$ cat config.mk
export PLATFORM = sky130hd
export DESIGN_NAME = ssr_top
export DESIGN_NICKNAME = d
export VERILOG_FILES = /design/src/rtl/ssr_pkg.sv /design/src/rtl/ssr_top.sv
export SDC_FILE = /design/constraint.sdc
export NUM_CORES = 1
export LEC_CHECK = 0
export ABC_AREA = 1
export BUFFER_PORTS_ARGS = -buffer_cell sky130_fd_sc_hd__buf_2
export CAP_MARGIN = 20
export CORE_ASPECT_RATIO = 0.5
export CORE_MARGIN = 1
export CORE_UTILIZATION = 40
export CTS_CLUSTER_SIZE = 30
export DETAILED_ROUTE_END_ITERATION = 8
export GPL_TIMING_DRIVEN = 0
export MAX_ROUTING_LAYER = met4
export PLACE_DENSITY_LB_ADDON = 0.12
export SETUP_SLACK_MARGIN = 0.5
export SLEW_MARGIN = 20
export SYNTH_ARGS = -nofsm -noshare
export SYNTH_HDL_FRONTEND = slang
export SYNTH_SLANG_ARGS = --single-unit
$ cat constraint.sdc
create_clock -name aclk -period 2.17 [get_ports aclk]
set_input_delay 0.434 -clock aclk [delete_from_list [all_inputs] [get_ports aclk]]
set_output_delay 0.434 -clock aclk [all_outputs]
set_load 0.02 [all_outputs]
$ cat src/rtl/ssr_pkg.sv
/*
 * Shared constants and types of the clocked serial port block.
 * Assumes an AXI4-Lite master with 8-bit byte addresses.
 */
package ssr_pkg;

    // --------------------------------------------------------------
    // Register byte offsets
    // --------------------------------------------------------------
    localparam logic [7:0] ADDR_RECEIVE_STATUS_CONTROL = 8'h00;
    localparam logic [7:0] ADDR_RECEIVE_BUFFER         = 8'h04;
    localparam logic [7:0] ADDR_TRANSMIT_STATUS_CONTROL = 8'h08;
    localparam logic [7:0] ADDR_BAUD_CONTROL           = 8'h0C;
    localparam logic [7:0] ADDR_BAUD_DIVISOR_HIGH      = 8'h10;
    localparam logic [7:0] ADDR_BAUD_DIVISOR_LOW       = 8'h14;
    localparam logic [7:0] ADDR_TRANSMIT_BUFFER        = 8'h18;
    localparam logic [7:0] ADDR_IRQ_FLAGS_ONE          = 8'h1C;
    localparam logic [7:0] ADDR_IRQ_ENABLES_ONE        = 8'h20;
    localparam logic [7:0] ADDR_IRQ_PRIORITY_ONE       = 8'h24;
    localparam logic [7:0] ADDR_CORE_INTERRUPT_CONTROL = 8'h28;

    // --------------------------------------------------------------
    // Field positions
    // --------------------------------------------------------------
    localparam int BIT_PORT_ENABLE   = 7;
    localparam int BIT_NINE_RX       = 6;
    localparam int BIT_SINGLE_RX     = 5;
    localparam int BIT_CONT_RX       = 4;
    localparam int BIT_FRAMING_ERROR = 2;
    localparam int BIT_OVERRUN_ERROR = 1;
    localparam int BIT_RX_NINTH      = 0;
    localparam int BIT_CLOCK_SOURCE  = 7;
    localparam int BIT_NINE_TX       = 6;
    localparam int BIT_TX_ENABLE     = 5;
    localparam int BIT_SYNC_MODE     = 4;
    localparam int BIT_SHIFTER_EMPTY = 1;
    localparam int BIT_TX_NINTH      = 0;
    localparam int BIT_CLK_POLARITY  = 4;
    localparam int BIT_WIDE_DIVISOR  = 3;
    localparam int BIT_RX_IRQ        = 5;
    localparam int BIT_TX_IRQ        = 4;
    localparam int BIT_GLOBAL_IRQ    = 7;
    localparam int BIT_PERIPH_IRQ    = 6;

    // --------------------------------------------------------------
    // Counts and codes
    // --------------------------------------------------------------
    localparam logic [3:0] LAST_BIT_EIGHT = 4'h7;
    localparam logic [3:0] LAST_BIT_NINE  = 4'h8;
    localparam logic [1:0] RESP_OKAY      = 2'h0;
    localparam logic [1:0] RESP_SLVERR    = 2'h2;

    // --------------------------------------------------------------
    // Carriers
    // --------------------------------------------------------------
    typedef struct packed {
        logic        awvalid;
        logic [7:0]  awaddr;
        logic        wvalid;
        logic [31:0] wdata;
        logic [3:0]  wstrb;
        logic        bready;
        logic        arvalid;
        logic [7:0]  araddr;
        logic        rready;
    } ssr_axi_req_t;

    typedef struct packed {
        logic        awready;
        logic        wready;
        logic        bvalid;
        logic [1:0]  bresp;
        logic        arready;
        logic        rvalid;
        logic [31:0] rdata;
        logic [1:0]  rresp;
    } ssr_axi_rsp_t;

    typedef struct packed {
        logic ck_out;
        logic ck_oe_n;
        logic dt_out;
        logic dt_oe_n;
    } ssr_pin_t;

    typedef struct packed {
        ssr_axi_rsp_t rsp;
        ssr_pin_t     pins;
        logic         irq;
        logic         aw_got;
        logic [7:0]   aw_addr;
        logic         w_got;
        logic [7:0]   w_data;
        logic         w_lane;
        logic         serial_port_enable;
        logic         rx9;
        logic         single_receive_enable;
        logic         continuous_receive_enable;
        logic         overrun_error;
        logic         received_ninth_bit;
        logic         clock_source_select;
        logic         tx9;
        logic         transmit_enable;
        logic         sync;
        logic         transmit_ninth_bit;
        logic         shift_clk_polarity;
        logic         wide_divisor_select;
        logic [7:0]   div_hi;
        logic [7:0]   div_lo;
        logic [7:0]   ena;
        logic [7:0]   pri;
        logic [7:0]   core;
        logic [7:0]   rx_buf;
        logic         rx_full;
        logic [8:0]   rx_sh;
        logic [3:0]   rx_cnt;
        logic [7:0]   tx_buf;
        logic         tx_full;
        logic [8:0]   tx_sh;
        logic [3:0]   tx_cnt;
        logic         tx_busy;
        logic [15:0]  bcnt;
        logic         ick;
        logic         ck_s1;
        logic         ck_s2;
        logic         dt_s1;
        logic         dt_s2;
        logic         ck_prev;
    } ssr_state_t;

    localparam ssr_pin_t PINS_RST = 4'h5;
    localparam ssr_state_t STATE_RST = '{pins: PINS_RST, default: '0};

endpackage

$ cat src/rtl/ssr_top.sv
/*
 * Clocked half-duplex serial port: master or slave reception and
 * transmission, behind an AXI4-Lite register slave.
 * Assumes the shift clock and data pins are resolved outside from
 * the out/enable pairs; pin inputs are asynchronous to aclk.
 */
// The AXI4-Lite slave port and the register addresses were chosen for this implementation.
`timescale 1ns/1ps

module ssr_top
    import ssr_pkg::*;
(
    input  wire logic         aclk,
    input  wire logic         aresetn,
    input  wire logic         ce,
    input  wire ssr_axi_req_t axi_req,
    output ssr_axi_rsp_t      axi_rsp,
    input  wire logic         shift_clk_pin_in,
    input  wire logic         serial_data_pin_in,
    output ssr_pin_t          pins,
    output logic              irq
);

    ssr_state_t s;
    ssr_state_t n;

    // --------------------------------------------------------------
    // Next state
    // --------------------------------------------------------------
    always_comb begin
        logic [15:0] div;
        logic        rx_en;
        logic        tx_act;
        logic        fall;
        logic        ck_lvl;
        logic [8:0]  word;
        logic [3:0]  last_rx;
        logic [3:0]  last_tx;
        logic [7:0]  d;
        logic [7:0]  rd;
        logic        hit;
        logic        wr_tx;
        div     = '0;
        rx_en   = 1'b0;
        tx_act  = 1'b0;
        fall    = 1'b0;
        ck_lvl  = 1'b0;
        word    = '0;
        last_rx = LAST_BIT_EIGHT;
        last_tx = LAST_BIT_EIGHT;
        d       = s.w_data;
        rd      = '0;
        hit     = 1'b0;
        wr_tx   = 1'b0;
        n       = s;

        // ----------------------------------------------------------
        // Pin synchronisers
        // ----------------------------------------------------------
        n.ck_s1 = shift_clk_pin_in;
        n.ck_s2 = s.ck_s1;
        n.dt_s1 = serial_data_pin_in;
        n.dt_s2 = s.dt_s1;

        // ----------------------------------------------------------
        // Bus write: address and data taken in either order
        // ----------------------------------------------------------
        if (axi_req.awvalid && s.rsp.awready) begin
            n.aw_got  = 1'b1;
            n.aw_addr = axi_req.awaddr;
        end
        if (axi_req.wvalid && s.rsp.wready) begin
            n.w_got  = 1'b1;
            n.w_data = axi_req.wdata[7:0];
            n.w_lane = axi_req.wstrb[0];
        end
        if (s.rsp.bvalid && axi_req.bready) begin
            n.rsp.bvalid = 1'b0;
        end
        if (s.aw_got && s.w_got) begin
            hit = 1'b1;
            unique case (s.aw_addr[7:2])
                ADDR_RECEIVE_STATUS_CONTROL[7:2]: begin
                    if (s.w_lane) begin
                        n.serial_port_enable = d[BIT_PORT_ENABLE];
                        n.rx9  = d[BIT_NINE_RX];
                        n.single_receive_enable = d[BIT_SINGLE_RX];
                        n.continuous_receive_enable = d[BIT_CONT_RX];
                        if (s.continuous_receive_enable && !d[BIT_CONT_RX]) begin
                            n.overrun_error = 1'b0;
                        end
                    end
                end
                ADDR_TRANSMIT_STATUS_CONTROL[7:2]: begin
                    if (s.w_lane) begin
                        n.clock_source_select = d[BIT_CLOCK_SOURCE];
                        n.tx9  = d[BIT_NINE_TX];
                        n.transmit_enable = d[BIT_TX_ENABLE];
                        n.sync = d[BIT_SYNC_MODE];
                        n.transmit_ninth_bit = d[BIT_TX_NINTH];
                    end
                end
                ADDR_BAUD_CONTROL[7:2]: begin
                    if (s.w_lane) begin
                        n.shift_clk_polarity  = d[BIT_CLK_POLARITY];
                        n.wide_divisor_select = d[BIT_WIDE_DIVISOR];
                    end
                end
                ADDR_BAUD_DIVISOR_HIGH[7:2]: begin
                    if (s.w_lane) begin
                        n.div_hi = d;
                    end
                end
                ADDR_BAUD_DIVISOR_LOW[7:2]: begin
                    if (s.w_lane) begin
                        n.div_lo = d;
                    end
                end
                ADDR_TRANSMIT_BUFFER[7:2]: begin
                    if (s.w_lane) begin
                        n.tx_buf  = d;
                        n.tx_full = 1'b1;
                        wr_tx     = 1'b1;
                    end
                end
                ADDR_IRQ_ENABLES_ONE[7:2]: begin
                    if (s.w_lane) begin
                        n.ena = d;
                    end
                end
                ADDR_IRQ_PRIORITY_ONE[7:2]: begin
                    if (s.w_lane) begin
                        n.pri = d;
                    end
                end
                ADDR_CORE_INTERRUPT_CONTROL[7:2]: begin
                    if (s.w_lane) begin
                        n.core = d;
                    end
                end
                // Flags and receive buffer ignore writes
                ADDR_RECEIVE_BUFFER[7:2],
                ADDR_IRQ_FLAGS_ONE[7:2]: begin
                    hit = 1'b1;
                end
                default: begin
                    hit = 1'b0;
                end
            endcase
            n.aw_got     = 1'b0;
            n.w_got      = 1'b0;
            n.rsp.bvalid = 1'b1;
            n.rsp.bresp  = hit ? RESP_OKAY : RESP_SLVERR;
        end
        n.rsp.awready = !n.aw_got && !n.rsp.bvalid;
        n.rsp.wready  = !n.w_got && !n.rsp.bvalid;

        // ----------------------------------------------------------
        // Bus read
        // ----------------------------------------------------------
        if (s.rsp.rvalid && axi_req.rready) begin
            n.rsp.rvalid = 1'b0;
        end
        if (axi_req.arvalid && s.rsp.arready) begin
            hit = 1'b1;
            unique case (axi_req.araddr[7:2])
                ADDR_RECEIVE_STATUS_CONTROL[7:2]: begin
                    rd[BIT_PORT_ENABLE]   = s.serial_port_enable;
                    rd[BIT_NINE_RX]       = s.rx9;
                    rd[BIT_SINGLE_RX]     = s.single_receive_enable;
                    rd[BIT_CONT_RX]       = s.continuous_receive_enable;
                    rd[BIT_FRAMING_ERROR] = 1'b0;
                    rd[BIT_OVERRUN_ERROR] = s.overrun_error;
                    rd[BIT_RX_NINTH]      = s.received_ninth_bit;
                end
                ADDR_RECEIVE_BUFFER[7:2]: begin
                    rd        = s.rx_buf;
                    n.rx_full = 1'b0;
                end
                ADDR_TRANSMIT_STATUS_CONTROL[7:2]: begin
                    rd[BIT_CLOCK_SOURCE]  = s.clock_source_select;
                    rd[BIT_NINE_TX]       = s.tx9;
                    rd[BIT_TX_ENABLE]     = s.transmit_enable;
                    rd[BIT_SYNC_MODE]     = s.sync;
                    rd[BIT_SHIFTER_EMPTY] = !s.tx_busy;
                    rd[BIT_TX_NINTH]      = s.transmit_ninth_bit;
                end
                ADDR_BAUD_CONTROL[7:2]: begin
                    rd[BIT_CLK_POLARITY] = s.shift_clk_polarity;
                    rd[BIT_WIDE_DIVISOR] = s.wide_divisor_select;
                end
                ADDR_BAUD_DIVISOR_HIGH[7:2]: begin
                    rd = s.div_hi;
                end
                ADDR_BAUD_DIVISOR_LOW[7:2]: begin
                    rd = s.div_lo;
                end
                ADDR_TRANSMIT_BUFFER[7:2]: begin
                    rd = s.tx_buf;
                end
                ADDR_IRQ_FLAGS_ONE[7:2]: begin
                    rd[BIT_RX_IRQ] = s.rx_full;
                    rd[BIT_TX_IRQ] = !s.tx_full;
                end
                ADDR_IRQ_ENABLES_ONE[7:2]: begin
                    rd = s.ena;
                end
                ADDR_IRQ_PRIORITY_ONE[7:2]: begin
                    rd = s.pri;
                end
                ADDR_CORE_INTERRUPT_CONTROL[7:2]: begin
                    rd = s.core;
                end
                default: begin
                    hit = 1'b0;
                end
            endcase
            n.rsp.rvalid = 1'b1;
            n.rsp.rdata  = {24'h000000, rd};
            n.rsp.rresp  = hit ? RESP_OKAY : RESP_SLVERR;
        end
        n.rsp.arready = !n.rsp.rvalid;

        // ----------------------------------------------------------
        // Shift clock: own divider as master, pin edges as slave
        // ----------------------------------------------------------
        rx_en = s.serial_port_enable && s.sync && !s.overrun_error
                && (s.continuous_receive_enable || (s.single_receive_enable && s.clock_source_select));
        tx_act = s.serial_port_enable && s.sync && s.transmit_enable
                 && !(s.continuous_receive_enable || s.single_receive_enable);
        div = s.wide_divisor_select ? {s.div_hi, s.div_lo} : {8'h00, s.div_lo};
        ck_lvl = s.ck_s2 ^ s.shift_clk_polarity;
        n.ck_prev = ck_lvl;
        if (s.clock_source_select) begin
            if (!(rx_en || s.tx_busy)) begin
                n.bcnt = div;
                n.ick  = 1'b0;
            end else if (s.bcnt == 16'h0000) begin
                n.bcnt = div;
                n.ick  = !s.ick;
                fall   = s.ick;
            end else begin
                n.bcnt = s.bcnt - 16'h0001;
            end
        end else begin
            // Pin edges pass the aclk synchronisers and ce-gated state, so ce low stops it too
            n.bcnt = div;
            n.ick  = 1'b0;
            fall   = s.ck_prev && !ck_lvl;
        end

        // ----------------------------------------------------------
        // Receiver
        // ----------------------------------------------------------
        last_rx = s.rx9 ? LAST_BIT_NINE : LAST_BIT_EIGHT;
        word    = {s.dt_s2, s.rx_sh[8:1]};
        if (!rx_en) begin
            n.rx_cnt = 4'h0;
        end else if (fall) begin
            n.rx_sh  = word;
            n.rx_cnt = s.rx_cnt + 4'h1;
            if (s.rx_cnt == last_rx) begin
                n.rx_cnt = 4'h0;
                // Full buffer: drop word, hold error until cleared
                if (s.rx_full && n.rx_full) begin
                    n.overrun_error = 1'b1;
                end else begin
                    n.rx_buf  = s.rx9 ? word[7:0] : word[8:1];
                    n.received_ninth_bit    = s.rx9 && word[8];
                    n.rx_full = 1'b1;
                end
                if (!s.continuous_receive_enable) begin
                    n.single_receive_enable = 1'b0;
                end
            end
        end

        // ----------------------------------------------------------
        // Transmitter: one buffer word plus the shifter
        // ----------------------------------------------------------
        last_tx = s.tx9 ? LAST_BIT_NINE : LAST_BIT_EIGHT;
        if (!tx_act) begin
            n.tx_busy = 1'b0;
            n.tx_cnt  = 4'h0;
        end else if (s.tx_busy) begin
            if (fall) begin
                if (s.tx_cnt == last_tx) begin
                    n.tx_busy = 1'b0;
                end else begin
                    n.tx_sh  = {1'b0, s.tx_sh[8:1]};
                    n.tx_cnt = s.tx_cnt + 4'h1;
                end
            end
        end else if (s.tx_full) begin
            n.tx_sh   = {s.transmit_ninth_bit, s.tx_buf};
            n.tx_cnt  = 4'h0;
            n.tx_busy = 1'b1;
            n.tx_full = wr_tx;
        end

        // ----------------------------------------------------------
        // Interrupt and pins, registered
        // ----------------------------------------------------------
        n.irq = n.core[BIT_GLOBAL_IRQ] && n.core[BIT_PERIPH_IRQ]
                && ((n.rx_full && n.ena[BIT_RX_IRQ])
                    || (!n.tx_full && n.ena[BIT_TX_IRQ]));
        n.pins.ck_out  = n.ick ^ n.shift_clk_polarity;
        n.pins.ck_oe_n = !(n.serial_port_enable && n.sync && n.clock_source_select);
        n.pins.dt_out  = n.tx_sh[0];
        n.pins.dt_oe_n = !(n.serial_port_enable && n.sync && n.transmit_enable
                           && !(n.continuous_receive_enable || n.single_receive_enable));
    end

    // --------------------------------------------------------------
    // State register
    // --------------------------------------------------------------
    always_ff @(posedge aclk) begin
        if (!aresetn) begin
            s <= STATE_RST;
        end else if (ce) begin
            s <= n;
        end
    end

    assign axi_rsp = s.rsp;
    assign pins    = s.pins;
    assign irq     = s.irq;

endmodule

# Yosys cells after proc, flatten, opt, wreduce, memory -nomap -nowiden
# Cells that the tools add are included.
dict set report totals {
  reg_bits 160
}
dict set report classes {
  add_sub_neg 3
  eq_ne 28
  mux 81
  bitwise_logic 3
  reduce_logical 70
}
# cell count
set op_table {}
lappend op_table {{2-to-1 mux 8 bit} 11}
lappend op_table {{== test 6 x 3 -> 1 bit, second input constant} 8}
lappend op_table {{2-to-1 mux 47 bit} 1}
lappend op_table {{2-to-1 mux 14 bit} 3}
lappend op_table {{AND reduction 4 bit} 10}
lappend op_table {{== test 6 x 4 -> 1 bit, second input constant} 6}
lappend op_table {{one-hot mux 2 bit (9 select lines)} 2}
lappend op_table {{2-to-1 mux 35 bit} 1}
lappend op_table {{2-to-1 mux 17 bit} 2}
lappend op_table {{2-to-1 mux 16 bit} 2}
lappend op_table {{2-to-1 mux 1 bit} 31}
lappend op_table {{2-to-1 mux 10 bit} 3}
lappend op_table {{2-to-1 mux 5 bit} 6}
lappend op_table {{logical AND 1 bit} 26}
lappend op_table {{== test 6 x 2 -> 1 bit, second input constant} 4}
lappend op_table {{OR reduction 11 bit} 2}
lappend op_table {{logical NOT 16 bit} 1}
lappend op_table {{2-to-1 mux 4 bit} 4}
lappend op_table {{subtractor 16 x 1 -> 16 bit, second input constant} 1}
lappend op_table {{logical NOT 1 bit} 15}
lappend op_table {{2-to-1 mux 15 bit} 1}
lappend op_table {{2-to-1 mux 2 bit} 7}
lappend op_table {{2-to-1 mux 13 bit} 1}
lappend op_table {{== test 6 x 1 -> 1 bit, second input constant} 2}
lappend op_table {{other kinds (20)} 35}

# Logic depth before layout (Yosys ltp)
# Gate-level depths: netlist of the first run.
dict set report depth {
  depth_word 14
  ltp_mapped 17
}

# Worst setup path before layout of the first run
# No wires, ideal clock.
dict set report synth_path {
  path_kind {reg-to-reg}
  startpoint {register s[6] (netlist name)}
  endpoint {register s[22] (netlist name)}
  setup_ns 0.134
  t_arrival_ns 1.783
  required_ns 2.036
  path_slack_ns 0.254
  stages_incl_launch_ff 16
  n_path_buf 2
  period_less_slack_ns 1.916
  path_cell_list {dfxtp_1 > inv_1 > ha_1 > nor3b_1 > nand3_1 > inv_1 > ha_1 > nand2_1 > inv_1 > nand2_2 > nand2_1 > buf_6 > buf_6 > nor2_1 > o21ai_0 > a21oi_1}
}
dict set report synth_between {
  elab_chain_len 7
}
# element line
set synth_rtl {}
lappend synth_rtl {{start: declaration} ssr_top.sv:24} ;# ssr_state_t s;
lappend synth_rtl {{start signal: assignment} ssr_top.sv:321} ;# s <= n;
lappend synth_rtl {{logical NOT 16 bit} ssr_top.sv:238} ;# end else if (s.bcnt == 16'h0000) begin
lappend synth_rtl {{2-to-1 mux 1 bit} ssr_top.sv:238}
lappend synth_rtl {{2-to-1 mux 1 bit} ssr_top.sv:235} ;# if (!(rx_en || s.tx_busy)) begin
lappend synth_rtl {{2-to-1 mux 1 bit} ssr_top.sv:234} ;# if (s.clock_source_select) begin
lappend synth_rtl {{2-to-1 mux 14 bit} ssr_top.sv:286} ;# if (fall) begin
lappend synth_rtl {{2-to-1 mux 14 bit} ssr_top.sv:285} ;# end else if (s.tx_busy) begin
lappend synth_rtl {{2-to-1 mux 5 bit} ssr_top.sv:282} ;# if (!tx_act) begin
# No other way between the ends. The select of a mux whose other input is x is not followed.
# A chain may end at the register's enable or synchronous reset.

# Worst setup path in the final report of the first run
dict set report layout_path {
  startpoint {register s[17] (netlist name)}
  endpoint {register s[23] (netlist name)}
}
dict set report layout_between {
  elab_chain_len 6
}
# element line
set layout_rtl {}
lappend layout_rtl {{logical NOT 16 bit} ssr_top.sv:238}
lappend layout_rtl {{2-to-1 mux 1 bit} ssr_top.sv:238}
lappend layout_rtl {{2-to-1 mux 1 bit} ssr_top.sv:235}
lappend layout_rtl {{2-to-1 mux 1 bit} ssr_top.sv:234}
lappend layout_rtl {{!= test 3 x 2 -> 1 bit (no line)} n/a}
lappend layout_rtl {{AND reduction 4 bit (no line)} n/a}
# No other way between the ends.

==> reports/metrics.csv, run 1 <==
metric;value;unit
NetSw;1.78;mW
Seq. cell area;3120;sq um
filler-free cell count of the finished design;1549;
CTS HTree Levels;4;
CP peak stage delay;0.36;ns
most common cell in the netlist;nand2_1;
asr flop ratio synth;0;
worst setup margin;0.0424;ns
first-pass GRT wire length;40600;um
critical path's slowest cell;dfxtp_4;
# fillers;1892;
I/O Buffers;49;
reg2reg start;s[17];
Comb power frac;0.091;
total routed wirelength;26900;um
Critical path origin;s[17];
mean routed wirelength per cell;17.4;um
max-slew violations;0;
ANT cells;0;
Root Buffer;clkbuf_16;
Most used DFF post-synth;dfxtp_1;
Worst Setup End Kind;flop;
largest cells by area after synthesis;dfxtp_1 (39%), nand2_1 (12%), nor2_1 (7.9%);
CP Launch Type;flop;
Skew-Pair Late Insertion Delay;0.44;ns
leak pwr;4.20;nW
Top Family by Delay on Critical Path;simple AND/OR/NAND/NOR gates;
status;completed;
Post-synth EDFFs;0;
drt pass-1 iters;5;
Placeable Area;18900;sq um
pwr dens;681;nW/um^2
Remaining DRCs;0;
crit-path max FO;7;
Num CTS Buffers;17;
max_cap viols;0;
Reg power frac;0.426;
initial antenna violation count;0;
GR Overflow Total;0;
Starting Density;0.419;
clock slew at reported path FFs;0.06;ns
Int Power;5.10;mW
CP Cell Sequence;nor2_4 > nand2_2 > nor3_2 > nand3_2 > inv_2 > ha_4 > nand2_2 > inv_2 > nand2_4 > nand2_4 > buf_12 > buf_8 > buf_6 > buf_4 > nand4_1 > a21oi_1;
Period minus WS final;2.13;ns
I/O pins;108;
Die Ht;102;um
GP Congestion;0.957;
period utilization;0.980;
worst slew pin tran;0.828;ns
DP Cell Count;1485;
relative slew slack;0.448;
die footprint;20400;sq um
Synth Register Bits;155;
Hold Buf Count CTS;0;
Area growth, synth to finish;27.4;%
Net Sw Frac;0.258;
largest area contributor in the netlist;dfxtp_1;
Avg Cell Area, Syn;6.89;sq um
sequential fraction of the synthesis area;0.391;
vias in the first global route;7032;
Post-Synthesis Cells;1152;
RSZ-0062 raised after global routing;true;
CP Class;flop to flop;
Fmax;470;MHz
Max clock buf depth;2;
Max VDD drop;0.589;mV
Tot GR Track Use;0.275;
CTS tree;built;
pin count of the biggest net entering global routing;17;
via count;8104;
Setup TNS;0;ns
WP data arrival;2.50;ns
nets;1344;
Final setup viols;0;
Final Hold Viols;0;
post-synth cell types;45;
Initial DRC Count;530;
post-synth top area share;0.391;
Clk pwr share;0.483;
Die X;201;um
final antenna-violating net count;0;
vias per cell;5.23;
required time of the worst setup path;2.54;ns
yosys warns;0;
layout cells sized above 1;0.255;
Row Count;35;
CTS Sinks;155;
DP Worst Slack;-0.137;ns
mapped cell area;7930;sq um
Multi-input gate area;4430;sq um
HPWL after DPL;19700;um
Crit path buffers/inverters;6;
Hold WC Path Type;primary input to flop;
Worst Hold Launch;shift_clk_pin_in;
synth cell count leaders;nand2_1 (245), nor2_1 (168), dfxtp_1 (155), o21ai_0 (110), a21oi_1 (105);
Worst Skew;0.0129;ns
[power by group through the flow]
stage          logic [mW]  registers (mW)  clock network (mW)
2_1_floorplan       0.356            2.98                   0
3_3_place_gp        0.515            2.99                   0
5_1_grt             0.676            2.94                3.48
3_5_place_dp        0.519            2.99                   0
4_1_cts             0.556            2.93                3.34
6_report            0.624            2.93                3.32
[placed cells by master (no fill, tap or decap), types with 11 or more instances in the layout]
cell type	instances
dfxtp_1	143
nand2_2	16
clkbuf_1	19
buf_2	55
nor2_1	145
a21oi_2	17
o21ai_1	21
inv_2	14
nor2_2	11
buf_4	72
nand2_1	227
a21oi_1	93
o21ai_0	86
clkbuf_16	17
inv_1	87
dfxtp_2	11
nand3_1	39
buf_6	12
a211oi_1	30
conb_1	26
nor2_4	23
[repair_timing]
action,in CTS,in global routing
resized for setup,73,111
pin swaps,14,49
cloned,4,0
endpoints found under the hold margin,0,0
endpoints found under the setup margin,65,105
buffers inserted,16,12
[worst register-to-register path: cells and delay by family, from the launching register on]
kind	cells	cell delay (ns)
AO/OA/AOI/OAI	1	0.15
AND/OR/NAND/NOR	8	0.78
adder cells (fa/ha/maj)	1	0.12
buffers and inverters	6	0.65
flip-flops	1	0.36
[registers in the layout, summed over array words and instances (netlist names)]
name / cells
n: 2
irq: 1
pins: 3
s: 134
axi_rsp: 15
[stage by stage]
step                       util  hold WS, ns  area [sq um]  power, mW
after floorplan               -        0.439          8060       3.33
after global placement    0.456        0.451          8630       3.51
after detailed placement  0.456        0.455          8630       3.51
after CTS                 0.512        0.232          9680       6.82
after global routing      0.534        0.272         10100       7.09
final                     0.534        0.236         10100       6.88
[per-layer routing]
layer / global-route usage / part of all wire
met5: - / 0
met4: 0.0540 / 0.010
met3: 0.0579 / 0.089
met2: 0.380 / 0.40
met1: 0.405 / 0.50
[cell families after synthesis]
logic type,count (synthesis),synth area share
flip-flops,155,0.391
AO/OA/AOI/OAI,274,0.192
adder cells (fa/ha/maj),5,0.00789
buffers and inverters,197,0.125
XOR/XNOR,10,0.0110
other,1,0.000473
multiplexers,1,0.00126
AND/OR/NAND/NOR,509,0.272
[worst paths after layout]
path                               to  slack (ns)  depth (start not counted)
worst min register to register  s[31]        0.46                          2
worst max register to register  s[23]        0.04                         16
worst min-delay path             n[3]        0.24                          3
worst max-delay path            s[23]        0.04                         16
[area by class of cell]
type / instances / share of cell area
flip-flops and latches: 155 / 0.309
repair buffers: 80 / 0.0541
multi-input cells: 826 / 0.438
clock inverters: 13 / 0.0188
inverters: 106 / 0.0406
well taps: 259 / 0.0321
plain buffers: 91 / 0.0625
clock buffers: 19 / 0.0448
(Power assumes the default switching activity.)
==> inputs of run 2 (changes only) <==
BUFFER_PORTS_ARGS = unset   (was -buffer_cell sky130_fd_sc_hd__buf_2)
DONT_BUFFER_PORTS = 1   (was unset)
clock period = 2.6 ns   (was 2.17 ns; I/O delays follow)
==> run 2 against run 1 <==
Cell count is 4.4% lower. Clock power is 23% lower. Fmax is 0.91% higher. Largest power group unchanged. Wire length is 1.7% lower. Hold slack worse by 0.0054 ns. Sequential cell count stayed put. Global-route usage hardly changed. Clock-buffer cell count is 1 higher. Critical endpoint is now s[114]. Register-to-register slack better by 0.45 ns. Die area stayed put. Critical path depth stayed put.
==> reports/metrics.csv, run 2 (synthesized netlist as in run 1, its figures left out) <==
metric;value;unit;change
vias in the first global route;7014;;was 7032
Most Crowded Layer GR;met1;;unchanged
CTS HTree Levels;4;;unchanged
critical path's slowest cell;dfxtp_2;;was dfxtp_4
worst slew pin tran;0.914;ns;was 0.828 ns
Tot GR Track Use;0.275;;about the same
clock slew at reported path FFs;0.07;ns;was 0.06 ns
first-pass GRT wire length;40700;um;was 40600 um
Remaining DRCs;0;;unchanged
vias per cell;5.24;;was 5.23
Biggest register;s;;unchanged
M2 GR Usage;0.388;;was 0.380
initial antenna violation count;0;;unchanged
layout cells sized above 1;0.155;;was 0.255
Max VDD drop;0.436;mV;was 0.589 mV
I/O pins;108;;unchanged
CP peak stage delay;0.33;ns;was 0.36 ns
Top Family by Delay on Critical Path;simple AND/OR/NAND/NOR gates;;unchanged
Num CTS Buffers;17;;unchanged
Placeable Area;18900;sq um;unchanged
Final Hold Viols;0;;unchanged
Final Cell Area;9260;sq um;was 10100 sq um
via count;7765;;was 8104
Hold WC Path Type;primary input to flop;;unchanged
CP Class;flop to flop;;unchanged
Critical path origin;s[7];;was s[17]
GP Congestion;0.959;;was 0.957
Starting Density;0.419;;unchanged
required time of the worst setup path;2.93;ns;was 2.54 ns
I/O Buffers;0;;was 49
crit-path max FO;8;;was 7
Root Buffer;clkbuf_16;;unchanged
Skew-Pair Late Insertion Delay;0.43;ns;was 0.44 ns
CP Cell Sequence;inv_2 > ha_4 > nor3b_4 > nand3_2 > inv_2 > ha_4 > nand2_2 > inv_2 > nand2_4 > nand2_4 > buf_12 > nand3_4 > nor2_4 > nand2_1 > nand2_1 > nor2_1;;was nor2_4 > nand2_2 > nor3_2 > nand3_2 > inv_2 > ha_4 > nand2_2 > inv_2 > nand2_4 > nand2_4 > buf_12 > buf_8 > buf_6 > buf_4 > nand4_1 > a21oi_1
mean routed wirelength per cell;17.9;um;was 17.4 um
status;completed;;unchanged
pin count of the biggest net entering global routing;17;;unchanged
final antenna-violating net count;0;;unchanged
reg2reg start;s[7];;was s[17]
max-slew violations;0;;unchanged
max FFs per register;134;;unchanged
period utilization;0.811;;was 0.980
Initial DRC Count;731;;was 530
ANT cells;0;;unchanged
Setup TNS;0;ns;unchanged
Final setup viols;0;;unchanged
CTS tree;built;;unchanged
HPWL after DPL;19600;um;was 19700 um
GR Overflow Total;0;;unchanged
nets;1276;;was 1344
Period minus WS final;2.11;ns;was 2.13 ns
leak pwr;3.78;nW;was 4.20 nW
die footprint;20400;sq um;unchanged
Worst Setup End Kind;flop;;unchanged
CP Launch Type;flop;;unchanged
Crit path buffers/inverters;4;;was 6
Worst Skew;0.0117;ns;was 0.0129 ns
Die X;201;um;unchanged
drt pass-1 iters;6;;was 5
commonest non-fill, non-tap cell in the layout;nand2_1;;unchanged
GR Layer Usage met3;0.0454;;was 0.0579
Worst Hold Launch;serial_data_pin_in;;was shift_clk_pin_in
Area growth, synth to finish;16.7;%;was 27.4%
Row Count;35;;unchanged
met1 GRT Util;0.404;;was 0.405
max_cap viols;0;;unchanged
total routed wirelength;26500;um;was 26900 um
critical path's most frequent cell;inv_2;;
total power;5.47;mW;was 6.88 mW
CTS Sinks;155;;unchanged
Fmax;474;MHz;was 470 MHz
Die Ht;102;um;unchanged
most frequent cells in the layout;nand2_1 (239), nor2_1 (163), dfxtp_1 (149);;was nand2_1 (227), nor2_1 (145), dfxtp_1 (143)
placed cell areas;8350;sq um;was 8630 sq um
WP data arrival;2.43;ns;was 2.50 ns
relative slew slack;0.390;;was 0.448
RSZ-0062 raised after global routing;true;;unchanged
Max clock buf depth;2;;unchanged
pwr dens;590;nW/um^2;was 681 nW/um^2
-- run 2: cell types whose count changed in the layout (fill, tap and decap cells not counted), sizes merged --
cell      before  now
buf          145   78
clkinvlp       2    7
clkinv        10    6
bufinv         4    2
bufbuf         1    0
inv          103  104
-- run 2: final timing paths --
| check | to | depth (start not counted) | slack (ns) |
|---|---|---|---|
| setup reg to reg | s[114] | 16 | 0.49 |
| hold / removal | n[1] | 2 | 0.23 |
| hold reg to reg | s[50] | 2 | 0.47 |
| setup / recovery | s[114] | 16 | 0.49 |
-- run 2: layout make-up --
type                            instances  area (sq um)
Tap cell                              259           324
Inverter                              106           405
Clock buffer                           20           447
Multi-Input combinational cell        826          4100
Fill cell                            1963          9660
Buffer                                 91           612
Sequential cell                       155          3110
Clock inverter                         12           141
Timing Repair inverter                  1          5.00
Timing Repair Buffer                   11           110
-- run 2: routing by layer --
layer,vias up,wire [um]
met1,3634,13400
met2,286,10700
met5,-,0
li1,3818,-
met4,0,289
met3,27,2070
-- run 2: what timing repair did --
item / CTS / global route
resized for setup: 29 / 42
hold buffers: 0 / 0
buffers inserted: 5 / 4
pin swaps: 8 / 26
hold endpoints to repair: 0 / 0
endpoints found under the setup margin: 40 / 39
cloned: 1 / 3
-- run 2: per-stage QoR --
step | instances | hold WS (ns) | utilization | setup WS, ns
3_5_place_dp | 1436 | 0.459 | 0.441 | 0.110
6_report | 1481 | 0.230 | 0.489 | 0.491
3_3_place_gp | 1436 | 0.455 | 0.441 | 0.0868
2_1_floorplan | 1177 | 0.440 | - | 0.684
4_1_cts | 1474 | 0.228 | 0.480 | 0.448
5_1_grt | 1481 | 0.234 | 0.489 | 0.383
-- run 2: power breakdown --
group          internal [mW]  switching, mW  total [mW]  leakage [nW]
combinational          0.143          0.309       0.451          2.25
sequential              2.41         0.0324        2.44          1.26
clock                   1.45           1.12        2.57         0.269
-- run 2: worst reg2reg max path: stages, from the launching register on --
cell and delay, ns:
dfxtp_2 0.33, inv_2 0.08, ha_4 0.13, nor3b_4 0.18, nand3_2 0.13, inv_2 0.09
ha_4 0.13, nand2_2 0.05, inv_2 0.08, nand2_4 0.08, nand2_4 0.09, buf_12 0.15
nand3_4 0.11, nor2_4 0.20, nand2_1 0.08, nand2_1 0.06, nor2_1 0.04
